`src/prm_consts.vh`:
```
`ifndef PRM_CONSTS_VH
`define PRM_CONSTS_VH

// Bus address bytes, read/write bit included.
`define PRM_CAL_RD_ADDR  8'ha1
`define PRM_CAL_WR_ADDR  8'ha0
`define PRM_ADC_WR_ADDR  8'hee
`define PRM_ADC_RD_ADDR  8'hef

// Converter register bytes and command bytes.
`define PRM_REG_CMD      8'hff
`define PRM_REG_RESULT   8'hfd
`define PRM_CMD_PRESS    8'hf0
`define PRM_CMD_TEMP     8'he8

// Calibration memory byte offsets; each word is high byte first.
`define PRM_OFS_SENSITIVITY_TERM     8'h10
`define PRM_OFS_OFFSET   8'h12
`define PRM_OFS_SENSITIVITY_TERM_TC  8'h14
`define PRM_OFS_OFF_TC   8'h16
`define PRM_OFS_REF_TEMP 8'h18
`define PRM_OFS_TSLOPE   8'h1a
`define PRM_OFS_FINE     8'h1c
`define PRM_OFS_UPPER    8'h1e
`define PRM_OFS_LOWER    8'h1f
`define PRM_OFS_CSHIFT   8'h20
`define PRM_OFS_TSHIFT   8'h21

// Byte engine figures.
`define PRM_BIT_LAST     4'h8
`define PRM_BYTE_ZERO    8'h00
`define PRM_CNT_ZERO     4'h0
`define PRM_CNT_ONE      4'h1

// Conversion length in conversion clock edges (31.25 ms at 32768 Hz).
`define PRM_CONV_TICKS   1024
`define PRM_TICK_W       11

// One-hot states of the serial engine.
`define PRM_ST_IDLE      5'h01
`define PRM_ST_RX        5'h02
`define PRM_ST_ACK       5'h04
`define PRM_ST_TX        5'h08
`define PRM_ST_MACK      5'h10

`endif

```
`src/prm_readout.v`:
```
`timescale 1ns/1ns
`include "prm_consts.vh"

// Overview of operation
// - Calibration memory answers reads only at 0xA1.
// - Converter answers at 0xEE write, 0xEF read.
// - Calibration reads act like serial EEPROM reads.
// - Result returned high byte, then low byte.
module prm_readout
#(
  parameter CONV_TICKS = `PRM_CONV_TICKS
)
(
  input  wire        mclk,
  input  wire        sys_rst,
  input  wire        scl_in,
  input  wire        sda_in,
  output reg         sda_out,
  output reg         sda_oe_n,
  input  wire        converter_reset_n,
  input  wire        conv_clk,
  input  wire [15:0] raw_pressure,
  input  wire [15:0] raw_temperature,
  output reg         conv_busy
);

  localparam integer TICK_LAST = CONV_TICKS - 1;

  reg                  scl_m;
  reg                  scl_q;
  reg                  scl_p;
  reg                  sda_m;
  reg                  sda_q;
  reg                  sda_p;
  reg                  cclk_m;
  reg                  cclk_q;
  reg                  cclk_p;
  reg                  crst_m;
  reg                  crst_q;
  reg  [4:0]           state;
  reg  [3:0]           bcnt;
  reg  [7:0]           shreg;
  reg                  first_byte;
  reg                  tgt_adc;
  reg                  is_read;
  reg  [1:0]           wr_idx;
  reg                  rd_idx;
  reg  [7:0]           cal_ptr;
  reg  [7:0]           adc_reg;
  reg                  pend_press;
  reg                  pend_temp;
  reg                  kind_press;
  reg  [`PRM_TICK_W-1:0] tick_cnt;
  reg  [15:0]          result;
  reg  [7:0]           tx_byte;
  wire [7:0]           cal_data;
  wire                 scl_rise;
  wire                 scl_fall;
  wire                 bus_start;
  wire                 bus_stop;
  wire                 cclk_rise;
  wire                 addr_hit;

  // Bus pins and conversion clock pass three flops, converter reset two; edge logic only looks at the later two.
  always @(posedge mclk)
  begin
    if (sys_rst)
    begin
      scl_m  <= 1'b1;
      scl_q  <= 1'b1;
      scl_p  <= 1'b1;
      sda_m  <= 1'b1;
      sda_q  <= 1'b1;
      sda_p  <= 1'b1;
      cclk_m <= 1'b0;
      cclk_q <= 1'b0;
      cclk_p <= 1'b0;
      crst_m <= 1'b0;
      crst_q <= 1'b0;
    end
    else
    begin
      scl_m  <= scl_in;
      scl_q  <= scl_m;
      scl_p  <= scl_q;
      sda_m  <= sda_in;
      sda_q  <= sda_m;
      sda_p  <= sda_q;
      cclk_m <= conv_clk;
      cclk_q <= cclk_m;
      cclk_p <= cclk_q;
      crst_m <= converter_reset_n;
      crst_q <= crst_m;
    end
  end

  assign scl_rise  = scl_q & ~scl_p;
  assign scl_fall  = ~scl_q & scl_p;
  assign bus_start = scl_q & scl_p & sda_p & ~sda_q;
  assign bus_stop  = scl_q & scl_p & ~sda_p & sda_q;
  assign cclk_rise = cclk_q & ~cclk_p;

  // Address decode
  // The calibration write address is taken only to load the pointer.
  assign addr_hit = (shreg == `PRM_CAL_RD_ADDR) ||
                    (shreg == `PRM_CAL_WR_ADDR) ||
                    (shreg == `PRM_ADC_WR_ADDR) ||
                    (shreg == `PRM_ADC_RD_ADDR);

  prm_cal_rom u_cal_rom
  (
    .addr (cal_ptr),
    .data (cal_data)
  );

  always @*
  begin
    tx_byte = cal_data;
    if (tgt_adc)
    begin
      if (adc_reg != `PRM_REG_RESULT)
        tx_byte = `PRM_BYTE_ZERO;
      else if (rd_idx)
        tx_byte = result[7:0];
      else
        tx_byte = result[15:8];
    end
  end

  always @(posedge mclk)
  begin
    if (sys_rst)
    begin
      state      <= `PRM_ST_IDLE;
      bcnt       <= `PRM_CNT_ZERO;
      shreg      <= `PRM_BYTE_ZERO;
      first_byte <= 1'b0;
      tgt_adc    <= 1'b0;
      is_read    <= 1'b0;
      wr_idx     <= 2'b00;
      rd_idx     <= 1'b0;
      cal_ptr    <= `PRM_BYTE_ZERO;
      adc_reg    <= `PRM_BYTE_ZERO;
      pend_press <= 1'b0;
      pend_temp  <= 1'b0;
      sda_out    <= 1'b0;
      sda_oe_n   <= 1'b1;
    end
    else if (bus_start || bus_stop)
    begin
      state      <= bus_start ? `PRM_ST_RX : `PRM_ST_IDLE;
      bcnt       <= `PRM_CNT_ZERO;
      first_byte <= 1'b1;
      pend_press <= 1'b0;
      pend_temp  <= 1'b0;
      sda_oe_n   <= 1'b1;
    end
    else
    begin
      case (state)
        `PRM_ST_RX:
        begin
          if (scl_rise && bcnt != `PRM_BIT_LAST)
          begin
            shreg <= {shreg[6:0], sda_q};
            bcnt  <= bcnt + `PRM_CNT_ONE;
          end
          else if (scl_fall && bcnt == `PRM_BIT_LAST)
          begin
            state    <= `PRM_ST_ACK;
            sda_oe_n <= 1'b0;
            if (first_byte)
            begin
              first_byte <= 1'b0;
              tgt_adc    <= {shreg[7:1], 1'b1} == `PRM_ADC_RD_ADDR;
              is_read    <= shreg[0];
              wr_idx     <= 2'b00;
              rd_idx     <= 1'b0;
              if (!addr_hit)
              begin
                state    <= `PRM_ST_IDLE;
                sda_oe_n <= 1'b1;
              end
            end
            else
            begin
              if (wr_idx != 2'b11)
                wr_idx <= wr_idx + 2'b01;
              if (!tgt_adc && wr_idx == 2'b00)
                cal_ptr <= shreg;
              else if (tgt_adc && wr_idx == 2'b00)
                adc_reg <= shreg;
              else if (tgt_adc && wr_idx == 2'b01 &&
                       adc_reg == `PRM_REG_CMD &&
                       (shreg == `PRM_CMD_PRESS ||
                        shreg == `PRM_CMD_TEMP))
              begin
                pend_press <= shreg == `PRM_CMD_PRESS;
                pend_temp  <= shreg == `PRM_CMD_TEMP;
              end
              else
              begin
                state    <= `PRM_ST_IDLE;
                sda_oe_n <= 1'b1;
              end
            end
          end
        end
        `PRM_ST_ACK:
        begin
          if (scl_fall)
          begin
            bcnt <= `PRM_CNT_ZERO;
            if (is_read)
            begin
              state    <= `PRM_ST_TX;
              shreg    <= tx_byte;
              sda_oe_n <= tx_byte[7];
              rd_idx   <= ~rd_idx;
              if (!tgt_adc)
                cal_ptr <= cal_ptr + 8'h01;
            end
            else
            begin
              state    <= `PRM_ST_RX;
              sda_oe_n <= 1'b1;
            end
          end
        end
        `PRM_ST_TX:
        begin
          if (scl_rise)
            bcnt <= bcnt + `PRM_CNT_ONE;
          else if (scl_fall && bcnt == `PRM_BIT_LAST)
          begin
            state    <= `PRM_ST_MACK;
            sda_oe_n <= 1'b1;
          end
          else if (scl_fall)
          begin
            shreg    <= {shreg[6:0], 1'b1};
            sda_oe_n <= shreg[6];
          end
        end
        `PRM_ST_MACK:
        begin
          if (scl_rise && sda_q)
            state <= `PRM_ST_IDLE;
          else if (scl_fall)
          begin
            state    <= `PRM_ST_TX;
            bcnt     <= `PRM_CNT_ZERO;
            shreg    <= tx_byte;
            sda_oe_n <= tx_byte[7];
            rd_idx   <= ~rd_idx;
            if (!tgt_adc)
              cal_ptr <= cal_ptr + 8'h01;
          end
        end
        `PRM_ST_IDLE:
          sda_oe_n <= 1'b1;
        default:
        begin
          state    <= `PRM_ST_IDLE;
          sda_oe_n <= 1'b1;
        end
      endcase
    end
  end

  // The result register holds its value through later reads, so a host
  // that reads early simply sees the previous conversion.
  always @(posedge mclk)
  begin
    if (sys_rst)
    begin
      conv_busy  <= 1'b0;
      kind_press <= 1'b0;
      tick_cnt   <= {`PRM_TICK_W{1'b0}};
      result     <= {`PRM_BYTE_ZERO, `PRM_BYTE_ZERO};
    end
    else if (!crst_q)
    begin
      conv_busy <= 1'b0;
      tick_cnt  <= {`PRM_TICK_W{1'b0}};
    end
    else if (bus_stop && (pend_press || pend_temp))
    begin
      conv_busy  <= 1'b1;
      kind_press <= pend_press;
      tick_cnt   <= {`PRM_TICK_W{1'b0}};
    end
    else if (conv_busy && cclk_rise)
    begin
      tick_cnt <= tick_cnt + {{(`PRM_TICK_W-1){1'b0}}, 1'b1};
      if (tick_cnt == TICK_LAST[`PRM_TICK_W-1:0])
      begin
        conv_busy <= 1'b0;
        result    <= kind_press ? raw_pressure : raw_temperature;
      end
    end
  end

endmodule // prm_readout

```
`src/prm_cal_rom.v`:
```
`timescale 1ns/1ns
`include "prm_consts.vh"

module prm_cal_rom
#(
  parameter [15:0] SENSITIVITY_COEFF = 16'h74d4,
  parameter [15:0] OFFSET_COEFF      = 16'h0e8c,
  parameter [15:0] SENSITIVITY_TERM_TEMP_COEFF   = 16'h0138,
  parameter [15:0] OFFSET_TEMP_COEFF = 16'h01b9,
  parameter [15:0] REFERENCE_TEMP    = 16'h23e7,
  parameter [15:0] TEMP_SLOPE_COEFF  = 16'h0f96,
  parameter [15:0] OFFSET_FINE_TUNE  = 16'h09c4,
  parameter [7:0]  UPPER_CURVE_GAIN  = 8'h01,
  parameter [7:0]  LOWER_CURVE_GAIN  = 8'h04,
  parameter [7:0]  CURVE_SHIFT       = 8'h04,
  parameter [7:0]  TEMP_TRIM_SHIFT   = 8'h09
)
(
  input  wire [7:0] addr,
  output reg  [7:0] data
);

  reg [15:0] word;

  always @*
  begin
    case ({addr[7:1], 1'b0})
      `PRM_OFS_SENSITIVITY_TERM:     word = SENSITIVITY_COEFF;
      `PRM_OFS_OFFSET:   word = OFFSET_COEFF;
      `PRM_OFS_SENSITIVITY_TERM_TC:  word = SENSITIVITY_TERM_TEMP_COEFF;
      `PRM_OFS_OFF_TC:   word = OFFSET_TEMP_COEFF;
      `PRM_OFS_REF_TEMP: word = REFERENCE_TEMP;
      `PRM_OFS_TSLOPE:   word = TEMP_SLOPE_COEFF;
      `PRM_OFS_FINE:     word = OFFSET_FINE_TUNE;
      default:           word = {`PRM_BYTE_ZERO, `PRM_BYTE_ZERO};
    endcase
    case (addr)
      `PRM_OFS_UPPER:  data = UPPER_CURVE_GAIN;
      `PRM_OFS_LOWER:  data = LOWER_CURVE_GAIN;
      `PRM_OFS_CSHIFT: data = CURVE_SHIFT;
      `PRM_OFS_TSHIFT: data = TEMP_TRIM_SHIFT;
      default:         data = addr[0] ? word[7:0] : word[15:8];
    endcase
  end

endmodule // prm_cal_rom

```
`config.mk`:
```
export PLATFORM = sky130hd
export DESIGN_NAME = prm_readout
export DESIGN_NICKNAME = d
export VERILOG_FILES = /design/src/prm_readout.v /design/src/prm_cal_rom.v
export VERILOG_INCLUDE_DIRS = /design/src /design/src/src
export SDC_FILE = /design/constraint.sdc
export NUM_CORES = 1
export LEC_CHECK = 0
export ABC_AREA = 0
export BUFFER_PORTS_ARGS = -buffer_cell sky130_fd_sc_hd__buf_4
export CORE_ASPECT_RATIO = 1.75
export CORE_MARGIN = 2
export CORE_UTILIZATION = 55
export DETAILED_ROUTE_END_ITERATION = 6
export PLACE_DENSITY = 0.73
export REMOVE_ABC_BUFFERS = 1
export SYNTH_ARGS = -nofsm -noshare
export SYNTH_HDL_FRONTEND = slang
export SYNTH_HIERARCHICAL = 1
export SYNTH_SLANG_ARGS = --single-unit
```
`constraint.sdc`:
```
create_clock -name mclk -period 2.35 [get_ports mclk]
set_input_delay 0.1175 -clock mclk [delete_from_list [all_inputs] [get_ports mclk]]
set_output_delay 0.1175 -clock mclk [all_outputs]
set_load 0.05 [all_outputs]
```
==> flow_metrics.py, run 1 <==
metrics = {
    "setup_path": {
        "cp_max_fo": 11,
        "worst-path-buf-inv": 2,
        "cp_cell_sequence": "inv_1, ha_1, nand3b_1, nand3_1, o21ai_1, o211ai_2, buf_4, a211o_1, a21oi_1",
        "startpoint_type": "flip-flop",
        "worstPathArrival_ns": 2.48,
        "crit_required_ns": 2.62,
        "crit_slowest_cell": "dfxtp_1",
        "critPathTopFamily": "compound AO/OA/AOI/OAI gates",
        "endpoint_kind": "flip-flop",
        "critPathMaxStageDelay_ns": 0.40,
        "worstSetupPathType": "flip-flop to flip-flop",
    },
    "synthesis": {
        "synth_cell_types": 69,
        "synth-simple-area-share": 0.2492,
        "synth_mux_area_frac": 0.1010,
        "synth_fa_ha_area_frac": 0.01958,
        "syn_area_mm2": 0.004473,
        "syn_inst": 529,
        "synth_top_family_by_area": "simple AND/OR/NAND/NOR gates",
        "synth_area_per_cell_um2": 8.456,
        "synth_compound_area_frac": 0.1849,
        "synth_edf_count": 0,
        "postSynth.asyncResetShare": 0,
        "ys_seq_area_frac": 0.3670,
        "synth_ff_type": "dfxtp_1",
        "synth-warning-count": 6,
        "ys_ff_latch": 82,
        "synth-xor-area-share": 0.02545,
    },
    "sta": {
        "max_slew.worst_pin.slew_ns": 0.6253,
        "finalSetupViolCount": 0,
        "fin_crit_sh": 0.9410,
        "period_needed_ns": 2.211,
        "hold_ws_ns": -0.003229,
        "finalMaxSlewViolations": 0,
        "max_freq_ghz": 0.4522,
        "setup_tns_ns": 0,
        "rsz0062_at_grt": "no",
        "skew_ns": 0.006480,
        "slew_headroom": 0.5826,
        "hold_violations": 1,
    },
    "route": {
        "initialDrtViolationCount": 284,
        "vias": 3949,
        "via_per_inst": 5.992,
        "drc": 0,
        "drtAntennaViolNets": 0,
        "wl_per_cell_um": 15.91,
        "dr.pass1.iters": 5,
        "drt-total-wl_um": 10490,
        "wl_met2_um": 5605,
        "wl_met1_um": 4125,
        "dr_wl_met3_um": 323,
        "maxUsedRoutingLayer": "met4",
    },
    "die": {
        "die_area_mm2": 0.008899,
        "pin_count": 41,
        "die_w_um": 72.17,
        "die_h_um": 123.3,
        "core_area_mm2": 0.007909,
        "rows": 43,
        "initial_utilization": 0.5656,
    },
    "global_routing": {
        "grt_pass1_vias": 3890,
        "grt_first_pass_wirelength_um": 17540,
        "gr-total-overflow": 0,
        "grtUsageTotal": 0.2504,
        "grt_antenna_before_repair": 0,
        "grt_max_degree": 48,
    },
    "clock_tree": {
        "cts_tree": "done",
        "cts_root_buf": "clkbuf_16",
        "cts_setup_buffers": 0,
        "clkTransAtPathRegs_ns": 0.07,
        "h-tree-depth": 3,
        "clock_path_buffers": 2,
        "clock_latency_ns": 0.34,
        "numCtsBuffers": 9,
        "cts.sink_count": 82,
    },
    "pwr": {
        "ir_drop_mv": 0.3735,
        "p_leak_nw": 1.946,
        "p_per_area_mw_per_mm2": 618.9,
    },
    "final_layout": {
        "largest_reg_flops": 16,
        "final_nets": 609,
        "area_delta_synth_final_pct": 16.92,
        "num-fill-cells": 687,
        "drive_gt1_frac": 0.1968,
        "antenna_cells": 0,
        "largest_register": "result",
        "fin_util": 0.6613,
        "reg_top3": "result: 16 flops, tick_cnt: 11 flops",
    },
    "status": {
        "violations": "hold timing",
        "status": "complete, but fails checks",
    },
    "worst_hold_path": {
        "hp-class": "input port to flip-flop",
    },
    "placement": {
        "routabilityCongestion": 0.9957,
        "port_buffers": 39,
        "place_hpwl_um": 7496,
    },
    "run": {
        "maxCapViolations": 0,
    },
}
[final timing paths]
kind	from	endpoint	slack, ns	cells past startpoint
worst max-delay path	bcnt[0]	shreg[1]	0.14	9
worst min-delay path	conv_clk	cclk_m	-0.003	2
worst min register to register	scl_m	scl_q	0.41	1
worst max register to register	bcnt[0]	shreg[1]	0.14	9
[logic make-up (layout without fill, tap and decap cells)]
group                      after synthesis  count (layout)
xor gates and xnor gates                13              13
adders and majority gates                7               7
and+or+nand+nor                        216             216
muxes                                   44              44
other                                    1               1
buffers and inverters                   49              89
AOI/OAI and AO/OA                      117             117
DFF                                     82              82
[cell type report]
class / instances / area (um2) / area share
well taps: 90 / 112.6 / 0.02153
inverters: 13 / 48.80 / 0.009330
multi-input cells: 398 / 2611 / 0.4993
clock inverters: 7 / 130.1 / 0.02488
flip-flops and latches: 82 / 1644 / 0.3144
repair buffers: 60 / 457.9 / 0.08756
clock buffers: 9 / 225.2 / 0.04306
[Yosys cell counts (all sizes together) (3+ instances only)]
cell type | instances | share of area
a211oi | 18 | 0.030
a21o | 4 | 0.0067
a21oi | 29 | 0.032
a22oi | 7 | 0.012
a311oi | 3 | 0.0059
and3 | 5 | 0.0070
buf | 13 | 0.022
clkbuf | 23 | 0.020
dfxtp | 82 | 0.37
ha | 7 | 0.020
inv | 12 | 0.010
mux2 | 9 | 0.023
mux2i | 35 | 0.078
nand2 | 35 | 0.029
nand2b | 13 | 0.019
nand3 | 14 | 0.016
nand3b | 6 | 0.011
nand4 | 4 | 0.0056
nor2 | 79 | 0.067
nor2b | 11 | 0.015
nor3 | 11 | 0.012
nor3b | 3 | 0.0050
nor4 | 6 | 0.013
o2111ai | 3 | 0.0059
o211ai | 5 | 0.011
o21ai | 22 | 0.025
o31a | 3 | 0.0059
o31ai | 3 | 0.0050
o32ai | 4 | 0.015
or2 | 10 | 0.014
or3 | 8 | 0.013
xnor2 | 7 | 0.014
xor2 | 6 | 0.012
[through the flow]
stage,area [um2],power [W],worst slack [ns],hold slack (ns),std cells
final,5230,0.003237,0.1387,-0.003229,659
after floorplan,4289,0.001501,-0.3194,0.1866,493
after global placement,4832,0.001587,0.1552,0.3060,640
after global routing,5230,0.003322,0.002724,0.005772,659
after CTS,5218,0.003263,0.08236,0.005339,659
after detailed placement,4832,0.001590,0.09938,0.3061,640
[repair_timing]
item | 4_1_cts | 5_1_grt
hold buffers | 3 | 0
setup endpoints to repair | 0 | 13
resized for setup | 0 | 5
hold endpoints to repair | 3 | 0
[worst register-to-register path, stage by stage, from the launching register on]
cell and delay (ns):
dfxtp_1 0.40, inv_1 0.07, ha_1 0.20, nand3b_1 0.26
nand3_1 0.15, o21ai_1 0.31, o211ai_2 0.13, buf_4 0.21
a211o_1 0.27, a21oi_1 0.14
[power by group]
| group | internal, W | total, W | switching, W |
|---|---|---|---|
| logic | 0.0000781 | 0.000155 | 0.0000766 |
| registers | 0.00140 | 0.00141 | 0.0000109 |
| clock network | 0.00106 | 0.00167 | 0.000611 |
| total | 0.00254 | 0.00324 | 0.000698 |
[routing by layer]
metal | up-vias | global-route usage
met2 | 94 | 0.4450
met5 | - | 0
met4 | 0 | 0.1568
met3 | 33 | 0.03423
li1 | 1953 | -
met1 | 1869 | 0.2740
[layout by cell type, fill, tap and decap left out, types with 3 or more instances in the layout]
cell	n
dfxtp_1	80
nor2_1	77
buf_4	57
mux2i_1	35
nand2_1	35
a21oi_1	29
o21ai_0	20
a211oi_1	18
nand3_1	14
inv_1	12
nand2b_1	12
nor2b_1	11
nor3_1	11
or2_2	9
mux2_2	9
clkbuf_16	9
xnor2_1	7
a22oi_1	7
ha_1	7
xor2_1	6
or3_1	6
nand3b_1	5
and3_1	5
nor4_1	4
nand4_1	4
a21o_1	4
o32ai_2	4
o211ai_1	3
o2111ai_1	3
a311oi_1	3
o31ai_1	3
nor3b_1	3
o31a_1	3
bufinv_16	3
dlygate4sd3_1	3
(Power assumes the default switching activity.)
==> run 2: changes to the inputs <==
CORE_MARGIN = default   (was 2)
==> flow_metrics.py, run 2 (same netlist as run 1, synthesis figures left out) <==
metrics = {
    "global_routing": {
        "grt_antenna_before_repair": 0,
        "grt_first_pass_wirelength_um": 17360,
        "grtUsageTotal": 0.2564,
        "grt_max_degree": 37,
        "grt_pass1_vias": 3845,
        "gr-total-overflow": 0,
    },
    "setup_path": {
        "cp_max_fo": 19,
        "cp_cell_sequence": "xnor2_1, or4_1, buf_4, nor3_1, a21oi_1, o32ai_2",
        "crit_slowest_cell": "or4_1",
        "worstSetupPathType": "flip-flop to flip-flop",
        "endpoint_kind": "flip-flop",
        "worstPathArrival_ns": 2.49,
        "critPathMaxStageDelay_ns": 0.62,
        "crit_required_ns": 2.59,
        "startpoint_type": "flip-flop",
    },
    "die": {
        "initial_utilization": 0.5656,
        "die_area_mm2": 0.008512,
        "die_h_um": 121.3,
        "die_w_um": 70.17,
        "core_area_mm2": 0.007909,
        "rows": 43,
        "pin_count": 41,
    },
    "route": {
        "vias": 3972,
        "wl_per_cell_um": 15.68,
        "drc": 0,
        "initialDrtViolationCount": 166,
        "dr.pass1.iters": 5,
        "drt-total-wl_um": 10430,
        "via_per_inst": 5.973,
        "drtAntennaViolNets": 0,
    },
    "final_layout": {
        "antenna_cells": 0,
        "largest_reg_flops": 16,
        "mostFrequentLayoutCell": "dfxtp_1",
        "area_delta_synth_final_pct": 16.81,
        "layoutNonFillerInstCount": 665,
        "final_nets": 615,
        "largest_register": "result",
        "final_cell_mix": "dfxtp_1 (82), nor2_1 (77), buf_4 (61)",
        "drive_gt1_frac": 0.1965,
        "reg_top3": "result: 16 flops, tick_cnt: 11 flops",
        "seq_area_mm2": 0.001642,
        "multiInputGateArea_mm2": 0.002610,
        "num-fill-cells": 669,
    },
    "sta": {
        "fin_crit_sh": 0.9544,
        "finalSetupViolCount": 0,
        "rsz0062_at_grt": "no",
        "hold_violations": 0,
        "max_freq_ghz": 0.4458,
        "skew_ns": 0.009351,
        "max_slew.worst_pin.slew_ns": 0.5961,
        "slew_headroom": 0.6020,
        "period_needed_ns": 2.243,
        "finalMaxSlewViolations": 0,
    },
    "clock_tree": {
        "cts.sink_count": 82,
        "clock_latency_ns": 0.34,
        "cts_root_buf": "clkbuf_16",
        "cts_tree": "done",
        "h-tree-depth": 3,
        "numCtsBuffers": 9,
        "clock_path_buffers": 2,
        "clkTransAtPathRegs_ns": 0.07,
    },
    "placement": {
        "place_hpwl_um": 7815,
        "port_buffers": 39,
        "routabilityCongestion": 0.8888,
        "dp_cells": 645,
    },
    "pwr": {
        "power.total_w": 0.002925,
        "p_leak_nw": 1.938,
        "ir_drop_mv": 0.4768,
        "p_per_area_mw_per_mm2": 559.9,
    },
    "status": {
        "status": "finished, final reports clean",
    },
    "run": {
        "maxCapViolations": 0,
    },
    "worst_hold_path": {
        "hp-class": "input port to flip-flop",
    },
}
run 2: final timing paths:
kind / start / endpoint / slack (ns) / cells past startpoint
min reg2reg: scl_m / scl_q / 0.40 / 1
max reg2reg: state[4] / cal_ptr[7] / 0.11 / 6
max: state[4] / cal_ptr[7] / 0.11 / 6
min: raw_temperature[13] / result[13] / 0.13 / 3
run 2: stage by stage:
stage	area [um2]	utilization	hold WS, ns	TNS [ns]	setup slack, ns
floorplan	4289	-	0.1866	-5.111	-0.3194
global placement	4882	0.6173	0.3035	0	0.2214
detailed placement	4882	0.6173	0.3062	0	0.1493
CTS	5216	0.6595	0.1310	0	0.1348
global route	5225	0.6607	0.1408	0	0.005074
finish	5225	0.6607	0.1277	0	0.1071
run 2: power by group:
part           leakage, nW  internal (W)  switching, W  total, W
clock                0.138      0.000743      0.000615   0.00136
sequential           0.663       0.00140    0.00000931   0.00141
combinational         1.14     0.0000804     0.0000771  0.000158
total                 1.94       0.00222      0.000702   0.00293
run 2: layout make-up:
class	instances	share of cell area
flip-flops and latches	82	0.3142
multi-input cells	398	0.4995
clock buffers	9	0.04310
well taps	90	0.02155
inverters	13	0.009339
repair buffers	66	0.09914
clock inverters	7	0.01317
run 2: per-layer routing:
metal / wire length [um] / up-vias / track usage
li1: - / 1981 / -
met1: 4072 / 1885 / 0.2662
met2: 5755 / 78 / 0.4772
met3: 268 / 28 / 0.04900
met4: 333 / 0 / 0.1350
met5: 0 / - / 0
run 2: what timing repair did:
| action | CTS | global route |
|---|---|---|
| endpoints found under the hold margin | 4 | 0 |
| endpoints found under the setup margin | 0 | 1 |
| resized for setup | 0 | 1 |
| hold buffers | 4 | 0 |
| setup buffers | 0 | 0 |
run 2: worst max-delay path, delay by kind of cell (launching register included):
family	cells	cell delay [ns]
buf+inv	1	0.28
flops	1	0.58
xor+xnor	1	0.19
compound gates	2	0.30
simple gates	2	0.80
==> run 3: changes to the inputs <==
CORE_UTILIZATION = 60   (was 55)
PLACE_DENSITY = 0.78   (was 0.73)
==> flow_metrics.py, run 3 (same netlist as run 1, synthesis figures left out) <==
metrics = {
    "final_layout": {
        "drive_gt1_frac": 0.1979,
        "antenna_cells": 0,
        "largest_reg_flops": 16,
        "mostFrequentLayoutCell": "dfxtp_1",
        "num-fill-cells": 589,
        "largest_register": "result",
        "fin_util": 0.7177,
        "final_area_mm2": 0.005191,
        "final_cell_mix": "dfxtp_1 (82), nor2_1 (77), buf_4 (57)",
        "reg_top3": "result: 16 flops, tick_cnt: 11 flops",
        "area_delta_synth_final_pct": 16.06,
        "final_nets": 611,
    },
    "status": {
        "status": "finished, final reports clean",
    },
    "route": {
        "initialDrtViolationCount": 348,
        "dr.pass1.iters": 5,
        "drc": 0,
        "vias": 3999,
        "drtAntennaViolNets": 0,
        "drt-total-wl_um": 10380,
        "via_per_inst": 6.087,
        "wl_per_cell_um": 15.79,
    },
    "setup_path": {
        "worstPathArrival_ns": 2.41,
        "cp_max_fo": 12,
        "worstSetupPathType": "flip-flop to flip-flop",
        "startpoint_type": "flip-flop",
        "worst-path-buf-inv": 1,
        "rrSetupSlack_ns": 0.17,
        "crit_top_cell": "or3_4",
        "endpoint_kind": "flip-flop",
        "r2r_start": "state[4]",
        "crit_required_ns": 2.58,
        "r2r_cells": 7,
        "critPathMaxStageDelay_ns": 0.43,
        "r2r_end": "pend_press",
        "cp_cell_sequence": "or3_4, nor4_4, buf_4, nand2b_2, or3_4, mux2i_1, nor2_1",
        "crit_slowest_cell": "dfxtp_1",
        "critPathTopFamily": "simple AND/OR/NAND/NOR gates",
    },
    "clock_tree": {
        "clkTransAtPathRegs_ns": 0.07,
        "cts_setup_buffers": 0,
        "numCtsBuffers": 9,
        "clock_path_buffers": 2,
        "cts_tree": "done",
        "cts.sink_count": 82,
        "clock_latency_ns": 0.34,
        "cts_root_buf": "clkbuf_16",
        "h-tree-depth": 3,
    },
    "sta": {
        "skew_ns": 0.004918,
        "rsz0062_at_grt": "no",
        "max_slew.worst_pin.slew_ns": 0.6205,
        "finalSetupViolCount": 0,
        "period_needed_ns": 2.179,
        "setup_slack_ns": 0.1707,
        "fin_crit_sh": 0.9274,
        "finalMaxSlewViolations": 0,
        "slew_headroom": 0.5858,
        "max_freq_ghz": 0.4589,
        "setup_tns_ns": 0,
        "hold_violations": 0,
    },
    "placement": {
        "dpl_worst_slack_ns": 0.1388,
        "post_dp_cell_area_mm2": 0.004847,
        "port_buffers": 39,
        "place_hpwl_um": 7522,
        "routabilityCongestion": 0.9184,
    },
    "pwr": {
        "p_per_area_mw_per_mm2": 565.4,
        "intPower_w": 0.002225,
        "swShare": 0.2421,
        "combPwrFrac": 0.054,
        "p_seq_frac": 0.480,
        "ir_drop_mv": 0.3927,
        "power_frac_clock": 0.466,
        "p_sw_w": 0.0007106,
        "power.total_w": 0.002935,
        "p_leak_nw": 1.930,
    },
    "worst_hold_path": {
        "hold_start": "raw_temperature[2]",
        "hp-class": "input port to flip-flop",
        "hold_path_end": "result[2]",
        "min_path_cells": 3,
    },
    "global_routing": {
        "grt_max_degree": 36,
        "grt_antenna_before_repair": 0,
        "grt_first_pass_wirelength_um": 16830,
        "gr-total-overflow": 0,
        "grt_pass1_vias": 3854,
        "grtUsageTotal": 0.2849,
    },
    "die": {
        "rows": 41,
        "die_h_um": 116.2,
        "die_area_mm2": 0.007818,
        "die_w_um": 67.27,
        "initial_utilization": 0.6184,
        "pin_count": 41,
        "core_area_mm2": 0.007233,
    },
    "run": {
        "maxCapViolations": 0,
    },
}
[run 3: cell types whose count changed in the layout (fill, tap and decap cells not counted), sizes merged]
cell      change
buf           -4
clkinvlp      -1
inv           +1
[run 3: stage by stage]
step	std cells	hold slack, ns
detailed placement	637	0.3084
global placement	637	0.3041
global route	657	0.1272
CTS	657	0.1127
finish	657	0.1193
floorplan	493	0.1866
[run 3: timing repair]
action | in CTS | in global routing
setup endpoints to repair | 0 | 8
gates resized for setup | 0 | 5
hold buffers | 4 | 0
hold endpoints to repair | 4 | 0
[run 3: tightest hold or removal path, cell delays in order]
cell and delay (ns):
buf_4 0.10, mux2i_1 0.11, a211oi_1 0.08
[run 3: power by group through the flow]
stage	combinational (W)	clock, W	sequential, W
floorplan	0.0000598	0	0.00144
CTS	0.000157	0.00139	0.00141
global route	0.000171	0.00145	0.00141
detailed placement	0.000151	0	0.00144
finish	0.000160	0.00137	0.00141
global placement	0.000148	0	0.00144
[run 3: final cells by class]
cell class              instances  area (um2)  area share
well taps                      86       107.6     0.02073
repair buffers                 62       488.0     0.09400
clock inverters                 7       65.06     0.01253
multi-input cells             398        2615      0.5037
inverters                      13       48.80    0.009400
flip-flops and latches         82        1642      0.3162
clock buffers                   9       225.2     0.04338
[run 3: how the worst max path moves through the flow]
stage | from | to | cells past startpoint
5_1_grt | state[3] | bcnt[1] | 6
2_1_floorplan | conv_busy | result[0] | 6
6_report | state[4] | pend_press | 7
4_1_cts | state[3] | bcnt[1] | 6
3_3_place_gp | state[3] | bcnt[1] | 6
3_5_place_dp | state[4] | cal_ptr[7] | 6
[run 3: routing by layer]
layer  GRT usage  part of all wire
met3     0.04395             0.029
met2      0.5160              0.55
met1      0.2832              0.38
met5           0                 0
met4      0.2057             0.042
